===== src/dmsp_defines.svh =====
// Constants for the dual mode serial port: offsets, resets, rates, counts
`ifndef DMSP_DEFINES_SVH
`define DMSP_DEFINES_SVH

// Register offsets (word index on the plain register port)
`define DMSP_OFS_CTRL    4'h0
`define DMSP_OFS_TXDATA  4'h1
`define DMSP_OFS_RXDATA  4'h2
`define DMSP_OFS_STATUS  4'h3
`define DMSP_OFS_MASK    4'h4

// Reset values
`define DMSP_CTRL_RST    16'h0000
`define DMSP_MASK_RST    5'h00

// Status read-only bit positions (sticky bits sit in [4:0])
`define DMSP_ST_TXFULL   8
`define DMSP_ST_RXFULL   9
`define DMSP_ST_TXBUSY   10

// Machine clock and bit rates
`define DMSP_CLK_HZ      40000000
`define DMSP_OVERSAMPLE  16
`define DMSP_MID_TICK    4'h7
`define DMSP_LAST_TICK   4'hF
`define DMSP_ARATE0      31250
`define DMSP_ARATE1      9615
`define DMSP_ARATE2      4808
`define DMSP_ARATE3      2404
`define DMSP_ARATE4      1202
`define DMSP_SRATE0      1000000
`define DMSP_SRATE1      500000
`define DMSP_SRATE2      250000
`define DMSP_SRATE3      125000
`define DMSP_SRATE4      62500

`endif


===== src/dmsp_pkg.sv =====
// Types shared by the dual mode serial port
package dmsp_pkg;

    typedef enum logic [1:0] {
        DMSP_ASYNC_NORMAL = 2'h0,
        DMSP_ASYNC_MP     = 2'h1,
        DMSP_SYNC         = 2'h2,
        DMSP_MODE_RSVD    = 2'h3
    } dmsp_mode_t;

    typedef enum logic [1:0] {
        DMSP_SRC_GEN  = 2'h0,
        DMSP_SRC_EXT  = 2'h1,
        DMSP_SRC_TMR0 = 2'h2,
        DMSP_SRC_RSVD = 2'h3
    } dmsp_src_t;

    // Control register layout, bit 0 at the bottom
    typedef struct packed {
        logic       rsvd;
        logic       tx_svc;
        logic       rx_svc;
        logic       mp_bit;
        logic       rx_en;
        logic       tx_en;
        logic [2:0] baud_sel;
        dmsp_src_t  clk_src;
        logic       two_stop;
        logic       par_odd;
        logic       par_en;
        dmsp_mode_t mode;
    } dmsp_cfg_t;

    // Sticky event layout, rx_done at bit 0
    typedef struct packed {
        logic tx_done;
        logic overrun;
        logic parity_err;
        logic frame_err;
        logic rx_done;
    } dmsp_evt_t;

    typedef enum {TX_IDLE, TX_START, TX_DATA, TX_EXTRA, TX_STOP,
                  TX_SYNC} dmsp_tx_state_t;
    typedef enum {RX_IDLE, RX_START, RX_DATA, RX_EXTRA, RX_STOP,
                  RX_SYNC} dmsp_rx_state_t;

endpackage


===== src/dmsp_serial_comm_port.sv =====
// Dual mode serial port: async start-stop and clock-synchronous modes
`timescale 1ns/10ps
`default_nettype none
`include "dmsp_defines.svh"

module dmsp_serial_comm_port
    import dmsp_pkg::*;
#(
    parameter int CLK_HZ = `DMSP_CLK_HZ
) (
    // Clock and reset
    input  wire logic        ref_clk,
    input  wire logic        rst,
    // Register port
    input  wire logic [3:0]  reg_addr,
    input  wire logic [15:0] reg_wdata,
    input  wire logic        reg_wr,
    input  wire logic        reg_rd,
    output logic      [15:0] reg_rdata,
    // Serial line
    output logic             txd,
    input  wire logic        rxd,
    // Shift clock pin
    input  wire logic        sclk_in,
    output logic             sclk_out,
    output logic             sclk_oe_n,
    // Reload timer 0 output
    input  wire logic        tmr0_out,
    // Requests
    output logic             irq,
    output logic             rx_svc_req,
    output logic             tx_svc_req
);

    ////////////////////////////////////////////////////////////////////
    // Rate tables
    localparam int AD = `DMSP_OVERSAMPLE;
    localparam logic [11:0] ADIV [0:4] = '{
        12'(CLK_HZ / (`DMSP_ARATE0 * AD)), 12'(CLK_HZ / (`DMSP_ARATE1 * AD)),
        12'(CLK_HZ / (`DMSP_ARATE2 * AD)), 12'(CLK_HZ / (`DMSP_ARATE3 * AD)),
        12'(CLK_HZ / (`DMSP_ARATE4 * AD))};
    localparam logic [11:0] SDIV [0:4] = '{
        12'(CLK_HZ / (`DMSP_SRATE0 * 2)), 12'(CLK_HZ / (`DMSP_SRATE1 * 2)),
        12'(CLK_HZ / (`DMSP_SRATE2 * 2)), 12'(CLK_HZ / (`DMSP_SRATE3 * 2)),
        12'(CLK_HZ / (`DMSP_SRATE4 * 2))};

    // Refuse clocks the divider cannot serve
    if (CLK_HZ / (`DMSP_SRATE0 * 2) < 1 ||
        CLK_HZ / (`DMSP_ARATE4 * AD) > 4095) begin : g_bad_clk
        $error("CLK_HZ outside the divider range");
    end

    ////////////////////////////////////////////////////////////////////
    // Registers
    dmsp_cfg_t      cfg_r;
    dmsp_evt_t      st_r, st_set, mask_r;
    logic [15:0]    rdata_nxt;
    logic [11:0]    div_cnt_r, div_sel;
    logic [2:0]     bsel;
    logic           sclk_s1_r, sclk_s2_r, sclk_d_r;
    logic           rxd_s1_r, rxd_s2_r, rxd_d_r;
    logic           tmr_d_r;
    logic           gen_tick, ext_rise, ext_fall, tmr_rise, os_tick;
    logic           is_sync, int_clk, srise, sfall, sclk_gen_r;
    logic [3:0]     ndata;
    logic           has_extra, par_chk;
    // Transmit side
    dmsp_tx_state_t tx_st_r;
    logic [7:0]     tx_buf_r, tx_sh_r;
    logic           tx_full_r, tx_load, tx_extra_r, txd_r, tx_cmp;
    logic [3:0]     tx_bits_r, tx_tick_r;
    logic           tx_bit_end;
    // Receive side
    dmsp_rx_state_t rx_st_r;
    logic [7:0]     rx_sh_r, rx_data;
    logic [8:0]     rx_buf_r;
    logic           rx_full_r, rx_extra_r, rx_cmp, rx_fe, rx_pe;
    logic [3:0]     rx_bits_r, rx_tick_r;
    logic           rx_mid, rx_end;
    // Decodes
    logic           wr_ctrl, wr_tx, wr_st, wr_mask, rd_rx;

    ////////////////////////////////////////////////////////////////////
    // Address decode
    assign wr_ctrl = reg_wr && reg_addr == `DMSP_OFS_CTRL;
    assign wr_tx   = reg_wr && reg_addr == `DMSP_OFS_TXDATA;
    assign wr_st   = reg_wr && reg_addr == `DMSP_OFS_STATUS;
    assign wr_mask = reg_wr && reg_addr == `DMSP_OFS_MASK;
    assign rd_rx   = reg_rd && reg_addr == `DMSP_OFS_RXDATA;

    // Read data select, unmapped reads zero
    assign rdata_nxt =
        reg_addr == `DMSP_OFS_CTRL   ? 16'(cfg_r) :
        reg_addr == `DMSP_OFS_TXDATA ? {8'h00, tx_buf_r} :
        reg_addr == `DMSP_OFS_RXDATA ? {7'h00, rx_buf_r} :
        reg_addr == `DMSP_OFS_STATUS ? {5'h00, tx_st_r != TX_IDLE,
                                        rx_full_r, tx_full_r, 3'h0,
                                        5'(st_r)} :
        reg_addr == `DMSP_OFS_MASK   ? {11'h000, 5'(mask_r)} : 16'h0000;

    // Control, mask and read data registers
    always_ff @(posedge ref_clk) begin
        if (rst) begin
            cfg_r     <= dmsp_cfg_t'(`DMSP_CTRL_RST);
            mask_r    <= dmsp_evt_t'(`DMSP_MASK_RST);
            reg_rdata <= 16'h0000;
        end else begin
            if (wr_ctrl) cfg_r <= dmsp_cfg_t'(reg_wdata);
            if (wr_mask) mask_r <= dmsp_evt_t'(reg_wdata[4:0]);
            reg_rdata <= reg_rd ? rdata_nxt : 16'h0000;
        end
    end

    ////////////////////////////////////////////////////////////////////
    // Events and requests
    assign st_set = '{tx_done: tx_cmp, overrun: rx_cmp && rx_full_r && !rd_rx,
                      parity_err: rx_pe, frame_err: rx_fe,
                      rx_done: rx_cmp && !(rx_full_r && !rd_rx)};

    // Sticky status, set beats write-one clear
    always_ff @(posedge ref_clk) begin
        if (rst) st_r <= dmsp_evt_t'(5'h00);
        else st_r <= st_set | (st_r & ~(wr_st ? reg_wdata[4:0] : 5'h00));
    end

    // Receive request from completion or any error
    logic rx_req, tx_req;
    assign rx_req = |(4'(st_r) & 4'(mask_r));
    assign tx_req = st_r.tx_done && mask_r.tx_done;
    // Route each request to interrupt or transfer service
    assign irq        = (rx_req && !cfg_r.rx_svc) || (tx_req && !cfg_r.tx_svc);
    assign rx_svc_req = rx_req && cfg_r.rx_svc;
    assign tx_svc_req = tx_req && cfg_r.tx_svc;

    ////////////////////////////////////////////////////////////////////
    // Frame shape
    assign is_sync   = cfg_r.mode == DMSP_SYNC;
    // Parity only in async normal mode
    assign par_chk   = cfg_r.mode == DMSP_ASYNC_NORMAL && cfg_r.par_en;
    // Seven bits with parity, else eight
    assign ndata     = par_chk ? 4'h7 : 4'h8;
    assign has_extra = par_chk || cfg_r.mode == DMSP_ASYNC_MP;

    ////////////////////////////////////////////////////////////////////
    // Rate generator and clock sources
    assign bsel    = cfg_r.baud_sel > 3'h4 ? 3'h4 : cfg_r.baud_sel;
    assign div_sel = is_sync ? SDIV[bsel] : ADIV[bsel];
    assign gen_tick = div_cnt_r == 12'h000;

    // Divider reloads each tick
    always_ff @(posedge ref_clk) begin
        if (rst || gen_tick) div_cnt_r <= rst ? 12'h000 : div_sel - 12'h001;
        else div_cnt_r <= div_cnt_r - 12'h001;
    end

    // Pin synchronisers and edge history
    always_ff @(posedge ref_clk) begin
        if (rst) begin
            {sclk_s1_r, sclk_s2_r, sclk_d_r} <= 3'h7;
            {rxd_s1_r, rxd_s2_r, rxd_d_r}    <= 3'h7;
            tmr_d_r <= 1'b0;
        end else begin
            {sclk_s1_r, sclk_s2_r, sclk_d_r} <= {sclk_in, sclk_s1_r, sclk_s2_r};
            {rxd_s1_r, rxd_s2_r, rxd_d_r}    <= {rxd, rxd_s1_r, rxd_s2_r};
            tmr_d_r <= tmr0_out;
        end
    end

    assign ext_rise = sclk_s2_r && !sclk_d_r;
    assign ext_fall = !sclk_s2_r && sclk_d_r;
    assign tmr_rise = tmr0_out && !tmr_d_r;
    // Tick from generator, pin, or timer 0
    assign os_tick = cfg_r.clk_src == DMSP_SRC_EXT  ? ext_rise :
                     cfg_r.clk_src == DMSP_SRC_TMR0 ? tmr_rise : gen_tick;

    // Sync shift clock: driven here unless the pin supplies it
    assign int_clk   = cfg_r.clk_src != DMSP_SRC_EXT;
    assign srise     = int_clk ? os_tick && !sclk_gen_r && tx_st_r == TX_SYNC
                               : ext_rise;
    assign sfall     = int_clk ? os_tick && sclk_gen_r && tx_st_r == TX_SYNC
                               : ext_fall;
    assign sclk_out  = sclk_gen_r;
    assign sclk_oe_n = !(is_sync && int_clk);

    // Generated shift clock, idle high
    always_ff @(posedge ref_clk) begin
        if (rst || tx_st_r != TX_SYNC) sclk_gen_r <= 1'b1;
        else if (os_tick && int_clk) sclk_gen_r <= !sclk_gen_r;
    end

    ////////////////////////////////////////////////////////////////////
    // Transmitter
    // Load the shifter from the buffer when idle
    assign tx_load    = tx_st_r == TX_IDLE && tx_full_r && cfg_r.tx_en;
    assign tx_bit_end = os_tick && tx_tick_r == `DMSP_LAST_TICK;
    assign tx_cmp     = (tx_st_r == TX_SYNC && srise && tx_bits_r == 4'h7) ||
                        (tx_st_r == TX_STOP && tx_bit_end &&
                         !(cfg_r.two_stop && tx_bits_r == 4'h0));
    // Line driven only from a flip-flop
    assign txd = txd_r;

    // Buffer: a write while loading queues the new byte
    always_ff @(posedge ref_clk) begin
        if (rst) begin
            tx_buf_r  <= 8'h00;
            tx_full_r <= 1'b0;
        end else begin
            if (wr_tx) tx_buf_r <= reg_wdata[7:0];
            tx_full_r <= wr_tx || (tx_full_r && !tx_load);
        end
    end

    // Async bit timer
    always_ff @(posedge ref_clk) begin
        if (rst || tx_load) tx_tick_r <= 4'h0;
        else if (os_tick) tx_tick_r <= tx_tick_r + 4'h1;
    end

    // Transmit sequencer
    always_ff @(posedge ref_clk) begin
        if (rst) begin
            tx_st_r    <= TX_IDLE;
            tx_sh_r    <= 8'h00;
            tx_bits_r  <= 4'h0;
            tx_extra_r <= 1'b0;
            txd_r      <= 1'b1;
        end else begin
            case (tx_st_r)
                TX_IDLE: if (tx_load) begin
                    tx_sh_r    <= tx_buf_r;
                    tx_bits_r  <= 4'h0;
                    // Extra bit: parity or master's mark
                    tx_extra_r <= par_chk ? ^tx_buf_r[6:0] ^ cfg_r.par_odd
                                          : cfg_r.mp_bit;
                    // Sync starts on data, async on start bit
                    tx_st_r    <= is_sync ? TX_SYNC : TX_START;
                    txd_r      <= is_sync ? tx_buf_r[0] : 1'b0;
                end
                TX_START: if (tx_bit_end) begin
                    tx_st_r <= TX_DATA;
                    txd_r   <= tx_sh_r[0];
                end
                TX_DATA: if (tx_bit_end) begin
                    tx_sh_r   <= tx_sh_r >> 1;
                    tx_bits_r <= tx_bits_r + 4'h1;
                    txd_r     <= tx_sh_r[1];
                    if (tx_bits_r == ndata - 4'h1) begin
                        tx_bits_r <= 4'h0;
                        tx_st_r   <= has_extra ? TX_EXTRA : TX_STOP;
                        txd_r     <= has_extra ? tx_extra_r : 1'b1;
                    end
                end
                TX_EXTRA: if (tx_bit_end) begin
                    tx_st_r <= TX_STOP;
                    txd_r   <= 1'b1;
                end
                TX_STOP: if (tx_bit_end) begin
                    tx_bits_r <= 4'h1;
                    if (tx_cmp) tx_st_r <= TX_IDLE;
                end
                // Data only, shifted on falling edges
                TX_SYNC: begin
                    if (srise) tx_bits_r <= tx_bits_r + 4'h1;
                    if (sfall && tx_bits_r != 4'h0) begin
                        tx_sh_r <= tx_sh_r >> 1;
                        txd_r   <= tx_sh_r[1];
                    end
                    if (tx_cmp) tx_st_r <= TX_IDLE;
                end
                default: tx_st_r <= TX_IDLE;
            endcase
        end
    end

    ////////////////////////////////////////////////////////////////////
    // Receiver
    assign rx_mid  = os_tick && rx_tick_r == `DMSP_MID_TICK;
    // Stop bit judged at its middle, like the data bits
    assign rx_end  = rx_mid && rx_st_r == RX_STOP;
    assign rx_data = ndata == 4'h7 ? {1'b0, rx_sh_r[7:1]} : rx_sh_r;
    assign rx_cmp  = (rx_st_r == RX_STOP && rx_end) ||
                     (rx_st_r == RX_SYNC && srise && rx_bits_r == 4'h7);
    // Framing checked on the stop bit, async only
    assign rx_fe   = rx_st_r == RX_STOP && rx_end && !rxd_s2_r;
    assign rx_pe   = rx_st_r == RX_STOP && rx_end && par_chk &&
                     (rx_extra_r != (^rx_data[6:0] ^ cfg_r.par_odd));

    // Receive bit timer, held at zero while idle so it starts at the falling edge of a start bit
    always_ff @(posedge ref_clk) begin
        if (rst || rx_st_r == RX_IDLE) rx_tick_r <= 4'h0;
        else if (os_tick) rx_tick_r <= rx_tick_r + 4'h1;
    end

    // Receive sequencer
    always_ff @(posedge ref_clk) begin
        if (rst) begin
            rx_st_r    <= RX_IDLE;
            rx_sh_r    <= 8'h00;
            rx_bits_r  <= 4'h0;
            rx_extra_r <= 1'b0;
        end else if (!cfg_r.rx_en) begin
            rx_st_r <= RX_IDLE;
        end else begin
            case (rx_st_r)
                RX_IDLE: begin
                    rx_bits_r <= 4'h0;
                    if (is_sync) rx_st_r <= RX_SYNC;
                    else if (!rxd_s2_r && rxd_d_r) rx_st_r <= RX_START;
                end
                // Start bit must still be low at mid-bit
                RX_START: if (rx_mid) begin
                    rx_st_r <= rxd_s2_r ? RX_IDLE : RX_DATA;
                end
                // Sampling at the middle of each 16-tick window
                RX_DATA: if (rx_mid && rx_tick_r == `DMSP_MID_TICK) begin
                    rx_sh_r   <= {rxd_s2_r, rx_sh_r[7:1]};
                    rx_bits_r <= rx_bits_r + 4'h1;
                    if (rx_bits_r == ndata - 4'h1)
                        rx_st_r <= has_extra ? RX_EXTRA : RX_STOP;
                end
                RX_EXTRA: if (rx_mid) begin
                    rx_extra_r <= rxd_s2_r;
                    rx_st_r    <= RX_STOP;
                end
                RX_STOP: if (rx_end) rx_st_r <= RX_IDLE;
                // Sync: eight data bits on rising edges
                RX_SYNC: begin
                    if (!is_sync) rx_st_r <= RX_IDLE;
                    if (srise) begin
                        rx_sh_r   <= {rxd_s2_r, rx_sh_r[7:1]};
                        rx_bits_r <= rx_bits_r + 4'h1;
                        if (rx_bits_r == 4'h7) rx_bits_r <= 4'h0;
                    end
                end
                default: rx_st_r <= RX_IDLE;
            endcase
        end
    end

    // Receive buffer; a full one keeps its byte on overrun
    always_ff @(posedge ref_clk) begin
        if (rst) begin
            rx_buf_r  <= 9'h000;
            rx_full_r <= 1'b0;
        end else begin
            if (rx_cmp && !(rx_full_r && !rd_rx)) begin
                rx_buf_r  <= {rx_extra_r && !is_sync && !par_chk,
                              is_sync ? {rxd_s2_r, rx_sh_r[7:1]} : rx_data};
                rx_full_r <= 1'b1;
            end else if (rd_rx) begin
                rx_full_r <= 1'b0;
            end
        end
    end

    // Master only: every received byte is delivered unfiltered

endmodule
`default_nettype wire


===== config.mk =====
export PLATFORM = sky130hd
export DESIGN_NAME = dmsp_serial_comm_port
export DESIGN_NICKNAME = d
export VERILOG_FILES = /design/src/dmsp_pkg.sv /design/src/dmsp_serial_comm_port.sv
export VERILOG_INCLUDE_DIRS = /design/src
export SDC_FILE = /design/constraint.sdc
export NUM_CORES = 1
export LEC_CHECK = 0
export ABC_CLOCK_PERIOD_IN_PS = 5700
export BUFFER_PORTS_ARGS = -buffer_cell sky130_fd_sc_hd__buf_2
export CAP_MARGIN = 30
export CORE_AREA = 2 2 115 117
export DETAILED_ROUTE_END_ITERATION = 7
export DIE_AREA = 0 0 117 119
export HOLD_SLACK_MARGIN = 0.15
export PLACE_DENSITY_LB_ADDON = 0.08
export SYNTH_ARGS = -nofsm -noshare
export SYNTH_HDL_FRONTEND = slang
export SYNTH_SLANG_ARGS = --single-unit

===== constraint.sdc =====
create_clock -name ref_clk -period 5.7 [get_ports ref_clk]
set_clock_uncertainty 0.1 [all_clocks]
set_input_delay 0 -clock ref_clk [delete_from_list [all_inputs] [get_ports ref_clk]]
set_output_delay 0 -clock ref_clk [all_outputs]
set_load 0.05 [all_outputs]

* After elaboration in Yosys (flattened, before gate mapping) *
Memory sizes are Yosys's and may differ from the RTL's.
Cells that the tools add are included.

storage, ports and cells
  memory bits (read-only) = 192
  latch bits = 0
  memories kept = 2
  flip-flop bits (word level) = 180
  bits in writable memories = 0
  word-level logic and storage cells = 284

cells by class
  equal/unequal tests = 48
  $lt $le $gt $ge = 2
  reductions and logical operators = 99
  mux-type cells = 70
  bitwise gates (word level) = 9
  shift operators = 0
  divide/modulo/power cells = 0
  add/subtract/negate cells = 7
  $mul = 0

memories
  memory            words  bits a word  rd ports  clocked after Yosys merged registers in  write ports  line                          source
  (name not given)  8      12           1         0                                        0            dmsp_serial_comm_port.sv:147  assign div_sel = is_sync ? SDIV[bsel] : ADIV[bsel];
  (name not given)  8      12           1         0                                        0            dmsp_serial_comm_port.sv:147

operators with widths
  kind                                                  count
  2-to-1 mux 32 bit                                     15
  case mux 32 bit (6 select lines)                      2
  equality test 32 x 2 -> 1 bit, second input constant  4
  equality test 32 x 3 -> 1 bit, second input constant  4
  equality test 32 x 4 -> 1 bit, second input constant  4
  logical NOT 32 bit                                    4
  2-to-1 mux 12 bit                                     7
  equality test 32 x 1 -> 1 bit, second input constant  2
  2-to-1 mux 8 bit                                      7
  logical AND 1 bit                                     46
  2-to-1 mux 4 bit                                      9
  2-to-1 mux 11 bit                                     3
  != test 32 x 4 -> 1 bit, second input constant        1
  nonzero test 32 bit                                   1
  != test 2 bit, second input constant                  15
  case mux 8 bit (3 select lines)                       1
  subtractor 12 x 1 -> 12 bit, second input constant    2
  equality test 4 x 3 -> 1 bit, second input constant   5
  adder 4 x 1 -> 4 bit, second input constant           4
  2-to-1 mux 16 bit                                     1
  case mux 4 bit (4 select lines)                       1
  case mux 8 bit (2 select lines)                       1
  2-to-1 mux 1 bit                                      15
  logical NOT 1 bit                                     14
  41 further kinds                                      67

* Longest topological paths before layout *
  depth in word-level cells = 13
  depth in mapped cells = 10
  mapped depth without buffers = 8

* Least setup slack after synthesis *
Ideal clock, no wire load.

  kind = register to register
  start = reg tx_bits_r[0]
  end = reg tx_sh_r[5]
  setup time = 0.088 ns
  cell stages (with the launch flop) = 10
  data arrival time = 2.001 ns
  clock period less this slack = 2.189 ns
  path slack = 3.511 ns
  cells stage by stage = dfxtp_1 inv_1 ha_1 nor3b_1 o21a_1 a221o_1 a311oi_4 buf_6 a21oi_1 a311oi_2

between the ends
  cells in the longest elaborated chain, start to end = 4

RTL lines
  item                                  line                          source
  start: declaration                    dmsp_serial_comm_port.sv:71   logic [3:0] tx_bits_r, tx_tick_r;
  start signal: assignment              dmsp_serial_comm_port.sv:245  tx_bits_r <= tx_bits_r + 4'h1;
  start signal: assignment              dmsp_serial_comm_port.sv:263  if (srise) tx_bits_r <= tx_bits_r + 4'h1;
  nonzero test 4 bit                    dmsp_serial_comm_port.sv:264  if (sfall && tx_bits_r != 4'h0) begin
  logical AND 1 bit                     dmsp_serial_comm_port.sv:264
  != test 2 bit (no source line)        n/a
  AND reduction 4 bit (no source line)  n/a
  end signal: assignment                dmsp_serial_comm_port.sv:230  tx_sh_r <= tx_buf_r;
  end signal: assignment                dmsp_serial_comm_port.sv:244  tx_sh_r <= tx_sh_r >> 1;
  end signal: assignment                dmsp_serial_comm_port.sv:265  tx_sh_r <= tx_sh_r >> 1;
  end: declaration                      dmsp_serial_comm_port.sv:69   logic [7:0] tx_buf_r, tx_sh_r;

Every way passes these cells.
A chain may end at the register's enable or synchronous reset.

* Final worst setup path *
  start = reg div_cnt_r[0]
  end = reg rx_buf_r[8]

between the ends
  cells in the longest elaborated chain, start to end = 10

RTL lines
  item                            line                          source
  start: declaration              dmsp_serial_comm_port.sv:58   logic [11:0] div_cnt_r, div_sel;
  start signal: assignment        dmsp_serial_comm_port.sv:152  if (rst || gen_tick) div_cnt_r <= rst ? 12'h000 : div_sel - 12'h001;
  start signal: assignment        dmsp_serial_comm_port.sv:153  else div_cnt_r <= div_cnt_r - 12'h001;
  logical NOT 12 bit (*)          dmsp_serial_comm_port.sv:148  assign gen_tick = div_cnt_r == 12'h000;
  2-to-1 mux 1 bit (*)            dmsp_serial_comm_port.sv:174  cfg_r.clk_src == DMSP_SRC_TMR0 ? tmr_rise : gen_tick;
  2-to-1 mux 1 bit (*)            dmsp_serial_comm_port.sv:173  assign os_tick = cfg_r.clk_src == DMSP_SRC_EXT ? ext_rise :
  logical AND 1 bit (2 in a row)  dmsp_serial_comm_port.sv:178  assign srise = int_clk ? os_tick && !sclk_gen_r && tx_st_r == TX_SYNC
  2-to-1 mux 1 bit                dmsp_serial_comm_port.sv:178
  logical AND 1 bit (2 in a row)  dmsp_serial_comm_port.sv:282  (rx_st_r == RX_SYNC && srise && rx_bits_r == 4'h7);
  logical OR 1 bit (*)            dmsp_serial_comm_port.sv:281  assign rx_cmp = (rx_st_r == RX_STOP && rx_end) ||
  logical AND 1 bit (*)           dmsp_serial_comm_port.sv:346  if (rx_cmp && !(rx_full_r && !rd_rx)) begin
  end signal: assignment          dmsp_serial_comm_port.sv:347  rx_buf_r <= {rx_extra_r && !is_sync && !par_chk,
  end: declaration                dmsp_serial_comm_port.sv:76   logic [8:0] rx_buf_r;

Mark *: on every way between the ends. The rest lies on a longest branch, timed or not.

==> impl_metrics.env <==
export IMPL_status="finished, final reports clean"
export IMPL_grt_usage_pct=24.8
export IMPL_fin_tns_setup_ps=0
export IMPL_multi_input_area_sq_um=3520
export IMPL_vdd_drop_max_mv=0.178
export IMPL_final_max_slew_violation_count=0
export IMPL_cp_slowest_stage_delay_ps=550
export IMPL_dr_pass1_iters=5
export IMPL_nets=848
export IMPL_cap_violations=0
export IMPL_cp_start_kind="flip-flop"
export IMPL_final_cell_mix="122 x dfxtp_1, 88 x nand2_1, 84 x nor2_1"
export IMPL_slew_headroom_pct=38.0
export IMPL_place_congestion=0.930
export IMPL_yosysUniqueCellTypes=75
export IMPL_ys_seq_area_share_pct=39.4
export IMPL_cts_reportedPaths_clkPinSlew_ps=50
export IMPL_grt_pass1_wl_um=27200
export IMPL_synth_edf_count=0
export IMPL_wl_per_cell_um=16.6
export IMPL_r2r_end="rx_buf_r[8]"
export IMPL_syn_nets=768
export IMPL_switching_share_pct=26.5
export IMPL_hpwl_um=11300
export IMPL_ctsRootBufferMaster="clkbuf_16"
export IMPL_antenna_found_initial=0
export IMPL_synth_avg_cell_area_sq_um=8.47
export IMPL_cts_tree="yes"
export IMPL_seqCellArea_sq_um=2440
export IMPL_drt_iter0_drc=478
export IMPL_rsz0062_at_grt="false"
export IMPL_syn_cell_area_sq_um=6200
export IMPL_io_pins=49
export IMPL_clock_sinks=122
export IMPL_busiest_layer="met2"
export IMPL_synthArstFlopShare_pct=0
export IMPL_ctsResizeCount=0
export IMPL_start_util_pct=48.2
export IMPL_layout_min_cycle_time_ps=3150
export IMPL_tightest_slew_ps=927
export IMPL_end_kind="flip-flop"
export IMPL_io_buffers=48
export IMPL_n_fill_cell=1183
export IMPL_clockPowerShare_pct=46.7
export IMPL_worstPathCellList="inv_1 > ha_1 > nor4b_2 > nand4b_2 > o211ai_2 > buf_4 > nand3_1 > or2_1 > a21oi_1"
export IMPL_viasPerCell=5.59
export IMPL_synth_ff_type="dfxtp_1"
export IMPL_diodes=0
export IMPL_worstSetupPathType="reg2reg"
export IMPL_synth_cells=732
export IMPL_combPwrFrac_pct=15.6
export IMPL_hp_start="rxd"
export IMPL_vias=5595
export IMPL_clock_fmax_mhz=318
export IMPL_drcViolationCount=0
export IMPL_p_sw_w=0.000667
export IMPL_final_layout_size_suffix_gt1_share_pct=13.8
export IMPL_cp_max_fo=25
export IMPL_die_h_um=119
export IMPL_internal_power_w=0.00185
export IMPL_rrSetupSlack_ps=2550
export IMPL_met2_usage_pct=39.9
export IMPL_slowest_stage="nand4b_2"
export IMPL_fin_cells=1001
export IMPL_yosys_warnings=0
export IMPL_worst_ep_arrival_time_ps=3390
export IMPL_routed_wl_um=16600
export IMPL_finalHoldViolCount=0
export IMPL_cpLargestDelayFamily="simple AND/OR/NAND/NOR gates"
export IMPL_holdCritPathClass="in2reg"
export IMPL_gr_usage_met1_pct=33.3
export IMPL_reg2regPathDepth=9
export IMPL_ant_nets=0
export IMPL_synthToLayoutAreaGrowth_pct=23.9
export IMPL_die_x_um=117
export IMPL_grtUsageMet3_pct=4.22
export IMPL_ys_ff_latch=122
export IMPL_whs_endpoint="rxd_s1_r"
export IMPL_p_per_area_nw_per_um2=328
export IMPL_worst_path_buf_inv=2
export IMPL_finalCritPeriodShare_pct=55.3
export IMPL_final_common_cell="dfxtp_1"
export IMPL_cts_inserted_buffers=17
export IMPL_setup_violations=0
export IMPL_core_rowCount=42
export IMPL_cts_max_path_buffers=2
export IMPL_power_share_sequential_pct=37.7
export IMPL_clkLatencyLatePin_ps=420
export IMPL_grt_max_degree=35
export IMPL_grt_pass1_vias=5446
export IMPL_core_sq_um=12900
export IMPL_die_area_sq_um=13900
export IMPL_h_tree_depth=4
export IMPL_required_ps=5940
export IMPL_gr_total_overflow=0
export IMPL_hold_depth=3
export IMPL_timing_rr_start="div_cnt_r[0]"
export IMPL_leakage_nw=3.09
export IMPL_place_inst=916
==> worst max-delay path by stage <==
| stage | from | depth (start not counted) | slack (ps) | end |
|---|---|---|---|---|
| floorplan | tx_bits_r[0] | 9 | 3510 | tx_sh_r[5] |
| global placement | div_cnt_r[0] | 9 | 2640 | rx_buf_r[8] |
| detailed placement | div_cnt_r[0] | 9 | 2530 | rx_buf_r[8] |
| CTS | div_cnt_r[0] | 9 | 2530 | rx_buf_r[8] |
| global route | div_cnt_r[0] | 9 | 2200 | rx_buf_r[7] |
| finish | div_cnt_r[0] | 9 | 2550 | rx_buf_r[8] |
==> sequential cells by signal, summed over array words and instances (netlist names), 3 cells and up <==
| signal | flops |
|---|---|
| cfg_r | 16 |
| div_cnt_r | 12 |
| mask_r | 5 |
| reg_rdata | 16 |
| rx_bits_r | 4 |
| rx_buf_r | 9 |
| rx_sh_r | 8 |
| rx_st_r | 3 |
| rx_tick_r | 4 |
| st_r | 5 |
| tx_bits_r | 4 |
| tx_buf_r | 8 |
| tx_sh_r | 8 |
| tx_st_r | 3 |
| tx_tick_r | 4 |
==> cell type report <==
| cell class | instances | area share [%] |
|---|---|---|
| Sequential cell | 122 | 31.8 |
| Multi-Input combinational cell | 552 | 45.8 |
| Inverter | 14 | 0.684 |
| Timing Repair Buffer | 105 | 10.5 |
| Clock inverter | 11 | 2.52 |
| Tap cell | 176 | 2.87 |
| Clock buffer | 21 | 5.86 |
==> tightest hold or removal path, cell delays in order <==
cell           delay, ps
dlygate4sd3_1        520
buf_2                 90
or2_2                 80
==> cell usage after synthesis, types with 3 or more instances <==
cell,instances,area [sq um]
and3b_1,3,26.3
ha_1,9,113
nand4b_1,3,26.3
nor4_1,6,37.5
dfxtp_1,122,2440
nand3b_1,4,30.0
nand3_1,21,105
mux2_2,9,101
a311oi_1,7,61.3
or2_2,8,50.1
o21a_1,3,22.5
nand4_1,4,25.0
nor3_1,21,105
a21oi_1,68,340
o31ai_1,3,22.5
a31oi_1,8,50.1
or3_1,4,25.0
buf_2,5,25.0
inv_1,13,48.8
clkbuf_1,33,124
nand2b_1,10,62.6
mux2i_1,48,480
and2_1,5,31.3
a22oi_1,4,30.0
nor2_1,84,315
a221oi_1,3,26.3
xor2_1,15,131
o211ai_1,3,22.5
a211oi_1,11,82.6
o21ai_0,22,110
nand2_1,88,330
nor2b_1,7,43.8
xnor2_1,21,184
and3_1,4,25.0
==> power by group through the flow <==
stage	combinational, W	sequential (W)	clock (W)
after global routing	0.000438	0.000954	0.00122
after CTS	0.000395	0.000949	0.00119
after detailed placement	0.000373	0.000967	0
after floorplan	0.000300	0.000956	0
final	0.000393	0.000949	0.00118
after global placement	0.000365	0.000962	0
==> timing repair <==
action,in CTS,in global routing
endpoints found under the hold margin,67,0
setup buffers,0,0
hold buffers,53,0
==> stage by stage <==
stage / utilization, % / cell area (sq um) / setup slack, ps / total power [W] / hold WS (ps)
2_1_floorplan: - / 6200 / 3510 / 0.00126 / 3.81
3_3_place_gp: 50.5 / 6500 / 2640 / 0.00133 / 86.0
3_5_place_dp: 50.6 / 6510 / 2530 / 0.00134 / 85.7
4_1_cts: 59.7 / 7680 / 2530 / 0.00253 / 194
5_1_grt: 59.7 / 7680 / 2200 / 0.00262 / 198
6_report: 59.7 / 7680 / 2550 / 0.00252 / 207
==> metal layers <==
metal / part of all wire (%) / vias up
met1: 46 / 2681
met2: 48 / 120
met5: 0 / -
li1: - / 2770
met3: 4.5 / 24
met4: 1.7 / 0
==> cells by family after synthesis <==
logic type               count (synthesis)  share of synthesized area [%]
AND/OR/NAND/NOR                        287                           22.7
AO/OA/AOI/OAI                          161                           17.0
flip-flops                             122                           39.4
multiplexers                            59                           10.1
buffers and inverters                   58                           3.97
XOR/XNOR                                36                           5.08
adder cells (fa/ha/maj)                  9                           1.82
Note: power is estimated with default switching activity, not from simulation.
